===== config.mk =====
export PLATFORM = sky130hd
export DESIGN_NAME = drive_setpoint_ctrl
export DESIGN_NICKNAME = d
export VERILOG_FILES = /design/src/core/analog_speed_map.v /design/src/core/drive_setpoint_ctrl.v
export VERILOG_INCLUDE_DIRS = /design/src /design/src/common
export SDC_FILE = /design/constraint.sdc
export NUM_CORES = 1
export LEC_CHECK = 0
export BUFFER_PORTS_ARGS = -buffer_cell sky130_fd_sc_hd__buf_4
export CAP_MARGIN = 30
export CORE_MARGIN = 3
export CORE_UTILIZATION = 55
export CTS_CLUSTER_DIAMETER = 100
export DETAILED_ROUTE_END_ITERATION = 16
export GPL_TIMING_DRIVEN = 0
export PLACE_DENSITY_LB_ADDON = 0.25
export SYNTH_ARGS = -nofsm -noshare
export SYNTH_HDL_FRONTEND = slang
export SYNTH_HIERARCHICAL = 1
export SYNTH_SLANG_ARGS = --single-unit

===== constraint.sdc =====
create_clock -name i_clk -period 7.8 [get_ports i_clk]
set_input_delay 1.56 -clock i_clk [delete_from_list [all_inputs] [get_ports i_clk]]
set_output_delay 1.56 -clock i_clk [all_outputs]
set_load 0.01 [all_outputs]

===== src/common/drive_setpoint_consts.vh =====
// constants for the setpoint and current-control block
`ifndef DRIVE_SETPOINT_CONSTS_VH
`define DRIVE_SETPOINT_CONSTS_VH

// register byte offsets
`define DSC_REG_SUBMODE 8'h00
`define DSC_REG_MAX_CUR 8'h04
`define DSC_REG_IDLE_MS 8'h08
`define DSC_REG_RED_CUR 8'h0C
`define DSC_REG_POLES 8'h10
`define DSC_REG_CONTROL 8'h14
`define DSC_REG_OPREQ 8'h18
`define DSC_REG_STATUS 8'h1C
`define DSC_REG_TVEL 8'h20
`define DSC_REG_CURRENT 8'h24
`define DSC_REG_SCALE 8'h28

// submode and control field positions
`define DSC_SUB_LOOP 0
`define DSC_SUB_REDUCE 3
`define DSC_SUB_BLDC 4
`define DSC_SUB_ENCODER 5
`define DSC_SUB_HYBRID 6
`define DSC_SUB_DIP_EN 7
`define DSC_CTL_PWR 0
`define DSC_CTL_RESTART 8

// reset values
`define DSC_SUBMODE_RST 8'h80
`define DSC_MAX_CUR_RST 16'h03E8
`define DSC_IDLE_MS_RST 16'h03E8
`define DSC_RED_CUR_RST 16'h01F4
`define DSC_POLES_RST 16'h0032

// operating mode codes
`define DSC_OM_NONE 8'h00
`define DSC_OM_PP 8'h01
`define DSC_OM_VEL 8'h03
`define DSC_OM_PV 8'h02
`define DSC_OM_PT 8'h04
`define DSC_OM_HOME 8'h06
`define DSC_OM_IP 8'h07
`define DSC_OM_CSP 8'h08
`define DSC_OM_CSV 8'h09
`define DSC_OM_CST 8'h0A
`define DSC_OM_CLKDIR 8'hFF

// speeds in rpm, currents in tenths of a percent
`define DSC_RPM_HI 11'h03E8
`define DSC_RPM_LO 11'h0064
`define DSC_RPM_TEST 16'h001E
`define DSC_CUR_LIMIT 16'h03E8

// analog front end: 12-bit code over 0..10000 mV
`define DSC_ADC_FS_MV 10000
`define DSC_DEADZONE_MV 20
`define DSC_ADC_MID 12'h800

// timing
`define DSC_CLK_NS 8
`define DSC_MS_NS 1000000

`endif


===== src/core/analog_speed_map.v =====
// maps the analog input code to a signed speed in rpm
`timescale 1ns/10ps
`include "drive_setpoint_consts.vh"

module analog_speed_map #(
  parameter integer ADC_BITS = 12
) (
  input wire i_clk,
  input wire i_sys_rst,
  input wire [ADC_BITS-1:0] i_adc_code,
  input wire i_joystick,
  input wire i_max_lo,
  input wire i_dir_ccw,
  output reg signed [15:0] o_speed_rpm
);
  // 20 mV in codes, rounded down so the dead zone never grows past 20 mV
  localparam integer DZ_CODES = (`DSC_DEADZONE_MV * ((1 << ADC_BITS) - 1)) / `DSC_ADC_FS_MV;
  localparam [ADC_BITS-1:0] DZ = DZ_CODES[ADC_BITS-1:0];
  localparam [ADC_BITS-1:0] MID = `DSC_ADC_MID;

  wire [10:0] max_rpm = i_max_lo ? `DSC_RPM_LO : `DSC_RPM_HI;
  wire above_mid = (i_adc_code >= MID);
  wire [ADC_BITS-1:0] dev = above_mid ? (i_adc_code - MID) : (MID - i_adc_code);
  wire [ADC_BITS+10:0] prod_n = i_adc_code * max_rpm;
  wire [ADC_BITS+10:0] prod_j = dev * max_rpm;
  // full code maps to max speed; shift approximates the divide by full scale
  wire [15:0] mag_n = {5'h00, prod_n[ADC_BITS+10:ADC_BITS]};
  wire [15:0] mag_j = {5'h00, prod_j[ADC_BITS+9:ADC_BITS-1]};
  reg signed [15:0] spd_d;

  always @* begin
    spd_d = 16'sh0000;
    if (i_joystick) begin
      if (dev > DZ) begin
        spd_d = above_mid ? $signed(mag_j) : -$signed(mag_j);
      end
    end else if (i_adc_code > DZ) begin
      // no direction signal means positive, i.e. clockwise
      spd_d = i_dir_ccw ? -$signed(mag_n) : $signed(mag_n);
    end
  end

  always @(posedge i_clk) begin
    if (i_sys_rst) begin
      o_speed_rpm <= 16'sh0000;
    end else begin
      o_speed_rpm <= spd_d;
    end
  end
endmodule


===== src/core/drive_setpoint_ctrl.v =====
// setpoint, special drive modes and open-loop current control with axi4-lite registers
//
// Our own choices: the address map and the AXI4-Lite interface to the registers.
`timescale 1ns/10ps
`include "drive_setpoint_consts.vh"

module drive_setpoint_ctrl #(
  parameter integer ADC_BITS = 12,
  parameter integer MS_CYCLES = `DSC_MS_NS / `DSC_CLK_NS
) (
  input wire i_clk,
  input wire i_sys_rst,
  input wire [7:0] i_s_axi_awaddr,
  input wire i_s_axi_awvalid,
  output wire o_s_axi_awready,
  input wire [31:0] i_s_axi_wdata,
  input wire [3:0] i_s_axi_wstrb,
  input wire i_s_axi_wvalid,
  output wire o_s_axi_wready,
  output reg [1:0] o_s_axi_bresp,
  output reg o_s_axi_bvalid,
  input wire i_s_axi_bready,
  input wire [7:0] i_s_axi_araddr,
  input wire i_s_axi_arvalid,
  output wire o_s_axi_arready,
  output reg [31:0] o_s_axi_rdata,
  output reg [1:0] o_s_axi_rresp,
  output reg o_s_axi_rvalid,
  input wire i_s_axi_rready,
  input wire [3:0] i_mode_sw,
  input wire i_enable_in,
  input wire i_dir_in,
  input wire [ADC_BITS-1:0] i_adc_code,
  output reg [7:0] o_op_mode,
  output reg signed [15:0] o_target_vel,
  output reg [15:0] o_cur_setpoint,
  output reg o_power_enable,
  output reg o_cur_reduced,
  output reg o_loop_closed,
  output reg o_hybrid_active,
  output reg o_special_active
);
  // byte-lane merge used by the submode, max current, idle, reduced current and poles registers
  function [31:0] merge;
    input [31:0] old_v;
    input [31:0] new_v;
    input [3:0] strb;
    integer k;
    begin
      merge = old_v;
      for (k = 0; k < 4; k = k + 1) begin
        if (strb[k]) begin
          merge[k*8 +: 8] = new_v[k*8 +: 8];
        end
      end
    end
  endfunction

  function mapped;
    input [7:0] a;
    begin
      mapped = (a[1:0] == 2'b00) && (a <= `DSC_REG_SCALE);
    end
  endfunction

  localparam [31:0] MS_LAST = MS_CYCLES - 1;

  // configuration written by software; power, mode request and homing method act at once, the rest waits for a restart
  reg [7:0] sub_q;
  reg [15:0] max_cur_q;
  reg [15:0] idle_ms_q;
  reg [15:0] red_cur_q;
  reg [15:0] poles_q;
  reg ctl_pwr_q;
  reg [7:0] opreq_q;
  reg [7:0] home_meth_q;
  // configuration in force since the last restart
  reg [7:0] act_sub_q;
  reg [15:0] act_max_cur_q;
  reg [15:0] act_idle_ms_q;
  reg [15:0] act_red_cur_q;
  reg [15:0] act_poles_q;
  reg [3:0] act_sw_q;
  reg restart_q;

  // axi write path state
  reg aw_full_q;
  reg w_full_q;
  reg [7:0] aw_addr_q;
  reg [31:0] w_data_q;
  reg [3:0] w_strb_q;

  reg [31:0] ms_cnt_q;
  reg [15:0] idle_cnt_q;
  reg refused_q;

  assign o_s_axi_awready = ~aw_full_q & ~o_s_axi_bvalid;
  assign o_s_axi_wready = ~w_full_q & ~o_s_axi_bvalid;
  assign o_s_axi_arready = ~o_s_axi_rvalid;
  wire wr_go = aw_full_q & w_full_q & ~o_s_axi_bvalid;
  wire restart_wr = wr_go && (aw_addr_q == `DSC_REG_CONTROL) && w_strb_q[1] &&
    w_data_q[`DSC_CTL_RESTART];
  reg [31:0] wr_old;

  always @* begin
    case (aw_addr_q)
      `DSC_REG_SUBMODE: wr_old = {24'h0, sub_q};
      `DSC_REG_MAX_CUR: wr_old = {16'h0, max_cur_q};
      `DSC_REG_IDLE_MS: wr_old = {16'h0, idle_ms_q};
      `DSC_REG_RED_CUR: wr_old = {16'h0, red_cur_q};
      `DSC_REG_POLES: wr_old = {16'h0, poles_q};
      default: wr_old = 32'h0000_0000;
    endcase
  end

  wire [31:0] wr_new = merge(wr_old, w_data_q, w_strb_q);

  // effective configuration, derived from the active copy only
  wire dip_en = act_sub_q[`DSC_SUB_DIP_EN];
  wire is_bldc = act_sub_q[`DSC_SUB_BLDC];
  wire loop_cfg = dip_en ? act_sw_q[3] : act_sub_q[`DSC_SUB_LOOP];
  wire loop_closed = loop_cfg | is_bldc;
  wire hybrid_ok = act_sub_q[`DSC_SUB_HYBRID] & act_sub_q[`DSC_SUB_ENCODER];
  wire red_en = act_sub_q[`DSC_SUB_REDUCE] & ~loop_closed;
  wire mode_analog = dip_en & act_sw_q[0];
  wire mode_test = dip_en & ~act_sw_q[0] & act_sw_q[1];
  wire mode_joy = mode_analog & act_sw_q[1];
  wire [10:0] max_rpm = act_sw_q[2] ? `DSC_RPM_LO : `DSC_RPM_HI;
  wire [11:0] ana_offset = mode_joy ? `DSC_ADC_MID : 12'h000;

  wire signed [15:0] ana_speed;

  analog_speed_map #(
    .ADC_BITS(ADC_BITS)
  ) u_map (
    .i_clk(i_clk),
    .i_sys_rst(i_sys_rst),
    .i_adc_code(i_adc_code),
    .i_joystick(mode_joy),
    .i_max_lo(act_sw_q[2]),
    .i_dir_ccw(i_dir_in),
    .o_speed_rpm(ana_speed)
  );

  // operating mode admission
  wire req_torque = (opreq_q == `DSC_OM_PT) || (opreq_q == `DSC_OM_CST);
  // negative methods -1..-4 are the on-block searches
  wire home_block = home_meth_q[7] && (home_meth_q >= 8'hFC);
  wire req_home_blk = (opreq_q == `DSC_OM_HOME) && home_block;
  wire req_refused = ~loop_closed & (req_torque | req_home_blk);
  reg [7:0] op_mode_d;
  reg pwr_d;
  reg signed [15:0] vel_d;

  always @* begin
    op_mode_d = o_op_mode;
    pwr_d = ctl_pwr_q;
    vel_d = 16'sh0000;
    if (dip_en) begin
      pwr_d = i_enable_in;
      if (mode_analog) begin
        op_mode_d = `DSC_OM_VEL;
        vel_d = ana_speed;
      end else begin
        op_mode_d = `DSC_OM_CLKDIR;
        if (mode_test) begin
          vel_d = act_sw_q[2] ? -$signed(`DSC_RPM_TEST) : $signed(`DSC_RPM_TEST);
        end
      end
    end else if (!req_refused) begin
      op_mode_d = opreq_q;
    end else if (o_op_mode == opreq_q) begin
      // a restart into open loop must not leave a refused mode running
      op_mode_d = `DSC_OM_NONE;
    end
    if (!pwr_d) begin
      vel_d = 16'sh0000;
    end
  end

  // current: clamp, then reduce at standstill in open loop only
  wire [15:0] cur_full = (act_max_cur_q > `DSC_CUR_LIMIT) ? `DSC_CUR_LIMIT : act_max_cur_q;
  wire [15:0] cur_red = (act_red_cur_q < cur_full) ? act_red_cur_q : cur_full;
  wire standstill = (vel_d == 16'sh0000);
  wire ms_tick = (ms_cnt_q == MS_LAST);
  wire idle_done = (idle_cnt_q >= act_idle_ms_q);
  wire reduce_now = red_en & standstill & idle_done;

  always @(posedge i_clk) begin
    if (i_sys_rst) begin
      ms_cnt_q <= 32'h0000_0000;
      idle_cnt_q <= 16'h0000;
      o_op_mode <= `DSC_OM_NONE;
      o_target_vel <= 16'sh0000;
      o_cur_setpoint <= 16'h0000;
      o_power_enable <= 1'b0;
      o_cur_reduced <= 1'b0;
      o_loop_closed <= 1'b0;
      o_hybrid_active <= 1'b0;
      o_special_active <= 1'b0;
      refused_q <= 1'b0;
    end else begin
      ms_cnt_q <= ms_tick ? 32'h0000_0000 : ms_cnt_q + 32'h0000_0001;
      // idle time is counted on the commanded value, not on feedback
      if (!standstill) begin
        idle_cnt_q <= 16'h0000;
      end else if (ms_tick && !idle_done) begin
        idle_cnt_q <= idle_cnt_q + 16'h0001;
      end
      o_op_mode <= op_mode_d;
      o_target_vel <= vel_d;
      o_power_enable <= pwr_d;
      // open loop runs full current while moving, reduced current after the idle time at standstill; no feedback is consulted
      o_cur_setpoint <= pwr_d ? (reduce_now ? cur_red : cur_full) : 16'h0000;
      o_cur_reduced <= pwr_d & reduce_now;
      o_loop_closed <= loop_closed;
      o_hybrid_active <= hybrid_ok & loop_closed;
      o_special_active <= dip_en;
      refused_q <= ~dip_en & req_refused;
    end
  end

  // restart: pending copy and switch positions become active here only
  always @(posedge i_clk) begin
    if (i_sys_rst) begin
      restart_q <= 1'b1;
      act_sub_q <= `DSC_SUBMODE_RST;
      act_max_cur_q <= `DSC_MAX_CUR_RST;
      act_idle_ms_q <= `DSC_IDLE_MS_RST;
      act_red_cur_q <= `DSC_RED_CUR_RST;
      act_poles_q <= `DSC_POLES_RST;
      act_sw_q <= 4'h0;
    end else begin
      restart_q <= restart_wr;
      if (restart_q) begin
        act_sub_q <= sub_q;
        act_max_cur_q <= max_cur_q;
        act_idle_ms_q <= idle_ms_q;
        act_red_cur_q <= red_cur_q;
        act_poles_q <= poles_q;
        act_sw_q <= i_mode_sw;
      end
    end
  end

  // axi4-lite write channel
  always @(posedge i_clk) begin
    if (i_sys_rst) begin
      aw_full_q <= 1'b0;
      w_full_q <= 1'b0;
      aw_addr_q <= 8'h00;
      w_data_q <= 32'h0000_0000;
      w_strb_q <= 4'h0;
      o_s_axi_bvalid <= 1'b0;
      o_s_axi_bresp <= 2'b00;
      sub_q <= `DSC_SUBMODE_RST;
      max_cur_q <= `DSC_MAX_CUR_RST;
      idle_ms_q <= `DSC_IDLE_MS_RST;
      red_cur_q <= `DSC_RED_CUR_RST;
      poles_q <= `DSC_POLES_RST;
      ctl_pwr_q <= 1'b0;
      opreq_q <= `DSC_OM_NONE;
      home_meth_q <= 8'h00;
    end else begin
      if (i_s_axi_awvalid && o_s_axi_awready) begin
        aw_full_q <= 1'b1;
        aw_addr_q <= i_s_axi_awaddr;
      end
      if (i_s_axi_wvalid && o_s_axi_wready) begin
        w_full_q <= 1'b1;
        w_data_q <= i_s_axi_wdata;
        w_strb_q <= i_s_axi_wstrb;
      end
      if (o_s_axi_bvalid && i_s_axi_bready) begin
        o_s_axi_bvalid <= 1'b0;
      end
      if (wr_go) begin
        aw_full_q <= 1'b0;
        w_full_q <= 1'b0;
        o_s_axi_bvalid <= 1'b1;
        o_s_axi_bresp <= mapped(aw_addr_q) ? 2'b00 : 2'b10;
        case (aw_addr_q)
          `DSC_REG_SUBMODE: sub_q <= wr_new[7:0];
          `DSC_REG_MAX_CUR: max_cur_q <= wr_new[15:0];
          `DSC_REG_IDLE_MS: idle_ms_q <= wr_new[15:0];
          `DSC_REG_RED_CUR: red_cur_q <= wr_new[15:0];
          `DSC_REG_POLES: poles_q <= wr_new[15:0];
          `DSC_REG_CONTROL: begin
            if (w_strb_q[0]) begin
              ctl_pwr_q <= w_data_q[`DSC_CTL_PWR];
            end
          end
          `DSC_REG_OPREQ: begin
            if (w_strb_q[0]) begin
              opreq_q <= w_data_q[7:0];
            end
            if (w_strb_q[1]) begin
              home_meth_q <= w_data_q[15:8];
            end
          end
          default: begin
          end
        endcase
      end
    end
  end

  // axi4-lite read channel
  reg [31:0] rd_d;

  always @* begin
    case (i_s_axi_araddr)
      `DSC_REG_SUBMODE: rd_d = {24'h0, sub_q};
      `DSC_REG_MAX_CUR: rd_d = {16'h0, max_cur_q};
      `DSC_REG_IDLE_MS: rd_d = {16'h0, idle_ms_q};
      `DSC_REG_RED_CUR: rd_d = {16'h0, red_cur_q};
      `DSC_REG_POLES: rd_d = {16'h0, poles_q};
      `DSC_REG_CONTROL: rd_d = {31'h0, ctl_pwr_q};
      `DSC_REG_OPREQ: rd_d = {16'h0, home_meth_q, opreq_q};
      `DSC_REG_STATUS: rd_d = {8'h0, act_sub_q, o_op_mode, 1'b0, refused_q, o_special_active,
        o_hybrid_active, o_loop_closed, o_cur_reduced, o_power_enable, red_en};
      `DSC_REG_TVEL: rd_d = {{16{o_target_vel[15]}}, o_target_vel};
      `DSC_REG_CURRENT: rd_d = {act_poles_q, o_cur_setpoint};
      `DSC_REG_SCALE: rd_d = {4'h0, ana_offset, 5'h00, max_rpm};
      default: rd_d = 32'h0000_0000;
    endcase
  end

  always @(posedge i_clk) begin
    if (i_sys_rst) begin
      o_s_axi_rvalid <= 1'b0;
      o_s_axi_rdata <= 32'h0000_0000;
      o_s_axi_rresp <= 2'b00;
    end else if (i_s_axi_arvalid && o_s_axi_arready) begin
      o_s_axi_rvalid <= 1'b1;
      o_s_axi_rdata <= rd_d;
      o_s_axi_rresp <= mapped(i_s_axi_araddr) ? 2'b00 : 2'b10;
    end else if (i_s_axi_rready) begin
      o_s_axi_rvalid <= 1'b0;
    end
  end
endmodule


Word-level counts from Yosys, hierarchy flattened
Index checks and enable logic that the tools add are counted.
Cells by class
  reduce and logical (&&, ||, !) cells: 33
  multiply operators: 2
  order comparisons: 9
  shift operators: 0
  bitwise logic cells: 27
  divide/modulo/power cells: 0
  equal/unequal tests: 22
  muxes and demuxes: 32
  $add $sub $neg: 6
Operator list (number)
  $pmux 32 s11: 1
  $mux 16: 13
  $pmux 16 s4: 1
  $eq 8x5->1 const B: 7
  $mux 8: 6
  $eq 8x4->1 const B: 5
  $add 32x1->32 const B: 1
  $eq 32x17->1 const B: 1
  $eq 8x3->1 const B: 4
  $neg 11->16: 2
  $eq 8x6->1 const B: 3
  $gt 12x4->1 const B: 2
  $mux 12: 2
  $mul 12x11->23: 1
  $mul 12x11->22: 1
  $add 16x1->16 const B: 1
  $and 1x1->1: 16
  $ge 16x16->1: 1
  $gt 16x10->1 const B: 1
  $le 8x6->1 const B: 2
  $logic_not 16->1: 1
  $logic_not 8->1: 2
  $lt 16x16->1: 1
  $ge 12x12->1 const B: 1
  18 further kinds: 55
Word-level totals
  logic and storage cells: 168
  bits of input ports: 77
  memory bits (writable): 0
  memory bits (read-only): 0
  output and inout bits: 86
  memories: 0
  latch bits: 0
  register bits: 342

Longest topological paths before layout
  depth in word-level cells: 11
  gate-level depth with buffers: 25
  depth with buffers taken out: 25

Hierarchy
Netlist, hierarchy kept.
By module, submodules not included
  drive_setpoint_ctrl: cells each 1801, times used 1, sequential area each 6486.2 um2, area each 15015.7 um2
  analog_speed_map: cells each 721, times used 1, sequential area each 320.3 um2, area each 6610.1 um2

Least setup slack after synthesis
No wires, ideal clock.
  path kind: input to register
  from: input port i_adc_code[2]
  to: register u_map.o_speed_rpm[10]
  library setup time: 0.124 ns
  path slack: 0.724 ns
  stages: 24
  buffers on the path: 0
  data arrival time: 6.952 ns
  required time: 7.676 ns
  path through: inv_1 -> ha_1 -> nor2b_1 -> nor2_1 -> xnor2_1 -> xnor2_1 -> nor2_1 -> ha_1 -> inv_1 -> fa_1 -> fa_1 -> inv_1 -> fa_1 -> ha_1 -> ha_1 -> o21ai_1 -> o21bai_1 -> a221oi_1 -> o31ai_1 -> mux2i_1 -> and3b_1 -> a21oi_1 -> xnor2_1 -> o21ai_1
Between the ends
  word-level cells in the longest chain between the ends: 7
  elaborated cells between the ends (all ways): 15
  classes of those cells: 4 x add/sub; 2 x mul; 3 x order compare; 6 x mux
RTL lines
  start, declared: line drive_setpoint_ctrl.v:33  | input wire [ADC_BITS-1:0] i_adc_code,
  $sub 12x12->12 or $ge 12x12->1 (tied branches): line analog_speed_map.v:23, analog_speed_map.v:22
  $mux 12: line analog_speed_map.v:23  | wire [ADC_BITS-1:0] dev = above_mid ? (i_adc_code - MID) : (MID - i_adc_code);
  $mul 12x11->22: line analog_speed_map.v:25  | wire [ADC_BITS+10:0] prod_j = dev * max_rpm;
  $neg 11->16: line analog_speed_map.v:35  | spd_d = above_mid ? $signed(mag_j) : -$signed(mag_j);
  $mux 16: line analog_speed_map.v:35
  $mux 16: line analog_speed_map.v:34  | if (dev > DZ) begin
  $mux 16 (*): line analog_speed_map.v:33  | if (i_joystick) begin
  end signal, assigned: line analog_speed_map.v:47  | o_speed_rpm <= spd_d;
  end, declared: line analog_speed_map.v:14  | output reg signed [15:0] o_speed_rpm
Every way passes the cells marked *; elsewhere a longest branch is shown, timed or not.
A chain may end at the register's enable or synchronous reset.

Final worst setup path
  from: input port i_adc_code[11]
  to: register u_map.o_speed_rpm[8]
Same word-level chain as after synthesis.

==> metrics.txt <==
status=complete, no violations; synthesis warning total=6; RSZ-0062 raised after global routing=no; Pwr per Cell Area=366 nW/um^2; Slew HR=0.276; max frequency=134 MHz; Die Span Y=between 200 and 250 um; clock root buffer=clkbuf_16; WHS Endpoint=ms_cnt_q[0]; largest net degree at the start of global routing=15; max-cap violation count=0; most frequent cell after synthesis=dfxtp_1; final setup margin=roughly 0.36 ns; Post-CTS Hold Fix Bufs=0; Detail Placement HPWL=approximately 62,000 um; hold slack final=0.438 ns; static leakage=around 11 nW; share of layout cells above drive strength 1=0.107; # IOs=163; routed via count=20.0k; GR Overflow Total=0; Worst Path Required=8.21 ns; Setup CP Type=input pin to flop; biggest regs=ms_cnt_q x32, o_s_axi_rdata x32; Critical Path Sink Type=flop; core area=roughly 39,000 sq um; placer congestion estimate=1.06; CTS tree=yes; hold wc startpoint=ms_cnt_q[0]; clk buf depth=3; Routed WL per cell=24.0 um; worst slack at placement=-0.419 ns; Synth async-reset ratio=0; register area share after synthesis=0.315; Post-synth top flop=dfxtp_1; Post-synth EDFFs=0; leading area contributor after synthesis=dfxtp_1; antenna violations before repair=1; clk sink count=340; clk_lat worst skew=between 0.5 and 0.6 ns; synth cell count leaders=340 x dfxtp_1, 290 x nand2_1, 228 x nor2_1; vias in the first global route=19.7k; max-slew violation count=0; DIE WIDTH=204 um; clk_skew=0.0307 ns; worst reg2reg startpoint=act_sw_q[2]; Tcrit/Tclk final=0.954; Min-Delay Path Depth=1; Final Critical Period=around 7.4 ns; first-pass GRT wire length=about 120,000 um; internal reg-to-reg setup slack=0.93 ns; Area contributors post-synth=dfxtp_1 31%, ha_1 10%, fa_1 8.5%; die area=41,700 sq um; post-route antenna net violation count=0; Worst-path clk slew=roughly 0.060 ns; final setup fails=0; Slew @ Worst Pin=1.08 ns; syn avg cell area=about 8.6 sq um; H-tree depth=2; Netlist cell types=92; top-area cell type share of the netlist area=0.315; Hold Path Class=flop to flop; Initial Util=0.558; Yosys reg bits=340; Final Hold Fails=0; area grow syn2layout=15.1%; gr usage total=0.373; CP Max Fanout=10; synthesized instance count=2,522; r2r worst-path depth=21; postcts setup bufs=0; Routed WL=78,800 um; nets@finish=3,077; CP Launch Type=input pin; CTS buffer count=38; Placement Rows=72; DRT iter0 DRCs=1,734; vias per cell=6.09; 1st-pass router iterations=7; port bufs=142; R2R Path End=u_map/o_speed_rpm[8]; Cell Area, Synth=about 22,000 sq um; Fill cells=between 3k and 4k; Data arrival, critical path=7.85 ns; Max IR drop VDD=0.890 mV; DRC=0; Post-Route Setup TNS=0 ns
-- report_power, final --
group / internal [mW] / switching, mW / total [mW]
Combinational: 2.08 / 3.25 / 5.33
Sequential: 1.80 / 0.0531 / 1.85
Clock: 1.16 / 0.761 / 1.92
-- kinds of logic after synthesis --
group	count (synthesis)	share of synthesized area
other cells	4	0.000694
compound gates	531	0.158
mux	138	0.0654
fa+ha+maj	266	0.186
xor+xnor	87	0.0356
buf+inv	320	0.0566
flops	340	0.315
simple gates	836	0.183
-- cell usage in the layout (no fill, tap or decap), types with 9 or more instances in the layout --
cell / Yosys / final
and3_1: 22 / 22
o21ai_0: 75 / 75
o31ai_1: 15 / 14
clkbuf_16: 0 / 39
nor3_1: 31 / 31
nand2_1: 290 / 290
nand2b_1: 19 / 19
mux2i_1: 120 / 119
buf_4: 2 / 145
nand3_1: 74 / 74
inv_1: 184 / 184
a21oi_1: 197 / 197
and2_1: 19 / 19
ha_1: 174 / 174
a22oi_1: 40 / 40
a22o_1: 11 / 11
mux2_2: 17 / 17
nor2b_1: 17 / 17
clkbuf_1: 111 / 116
conb_1: 4 / 28
dfxtp_1: 340 / 340
nor2_1: 228 / 228
fa_1: 92 / 92
a211oi_1: 24 / 24
o211ai_1: 22 / 22
or4_1: 15 / 15
xor2_1: 27 / 26
or2_2: 20 / 20
buf_2: 6 / 10
nand4_1: 25 / 25
a21o_1: 12 / 12
a221oi_1: 9 / 9
xnor2_1: 59 / 53
or3_1: 13 / 13
nor4_1: 23 / 22
a31oi_1: 30 / 30
buf_1: 14 / 14
-- routing by layer --
layer,global-route usage,vias up,share of wire
met1,0.435,9629,0.37
met2,0.616,911,0.47
met4,0.251,0,0.079
li1,-,9168,-
met3,0.0831,295,0.081
met5,0,-,0
-- final cells by class --
cell class	count	area, sq um	area share
Clock inverter	16	244	0.00980
Antenna cell	4	10.0	0.000402
Inverter	186	698	0.0280
Tap cell	518	648	0.0260
Timing Repair Buffer	148	1110	0.0445
Clock buffer	51	1090	0.0438
Buffer	134	526	0.0211
Multi-Input combinational cell	1886	13800	0.553
Sequential cell	340	6810	0.273
-- stage by stage --
step,instance area [sq um],util,instances,total power [mW]
finish,24900,0.643,3283,9.10
CTS,24800,0.641,3279,9.07
floorplan,21700,-,2546,5.69
detailed placement,23500,0.606,3212,7.13
global placement,23400,0.605,3206,6.98
global route,24900,0.642,3279,9.75
-- worst max-delay path: stages --
cell and delay [ns]:
buf_4 0.13, clkbuf_1 0.39, mux2i_2 0.47, xnor2_1 0.17
nor2_1 0.09, ha_1 0.21, or2_2 0.30, fa_1 0.50
inv_1 0.06, fa_1 0.53, inv_1 0.05, fa_1 0.48
ha_1 0.32, ha_1 0.24, a211oi_2 0.29, o21bai_1 0.22
xnor2_1 0.49, ha_1 0.26, nor3b_1 0.46, a31oi_1 0.19
xnor2_1 0.31, o22ai_1 0.15
-- worst max-delay path by stage --
stage | startpoint | to
5_1_grt | i_adc_code[2] | u_map/o_speed_rpm[6]
3_3_place_gp | i_adc_code[2] | u_map/o_speed_rpm[9]
6_report | i_adc_code[11] | u_map/o_speed_rpm[8]
4_1_cts | i_adc_code[2] | u_map/o_speed_rpm[9]
2_1_floorplan | i_adc_code[2] | u_map/o_speed_rpm[10]
3_5_place_dp | i_adc_code[2] | u_map/o_speed_rpm[9]
-- timing repair --
| item | in CTS | in global routing |
|---|---|---|
| setup endpoints to repair | 0 | 10 |
| gates resized for setup | 0 | 9 |
| hold endpoints to repair | 0 | 0 |
Note: power is estimated with default switching activity, not from simulation.
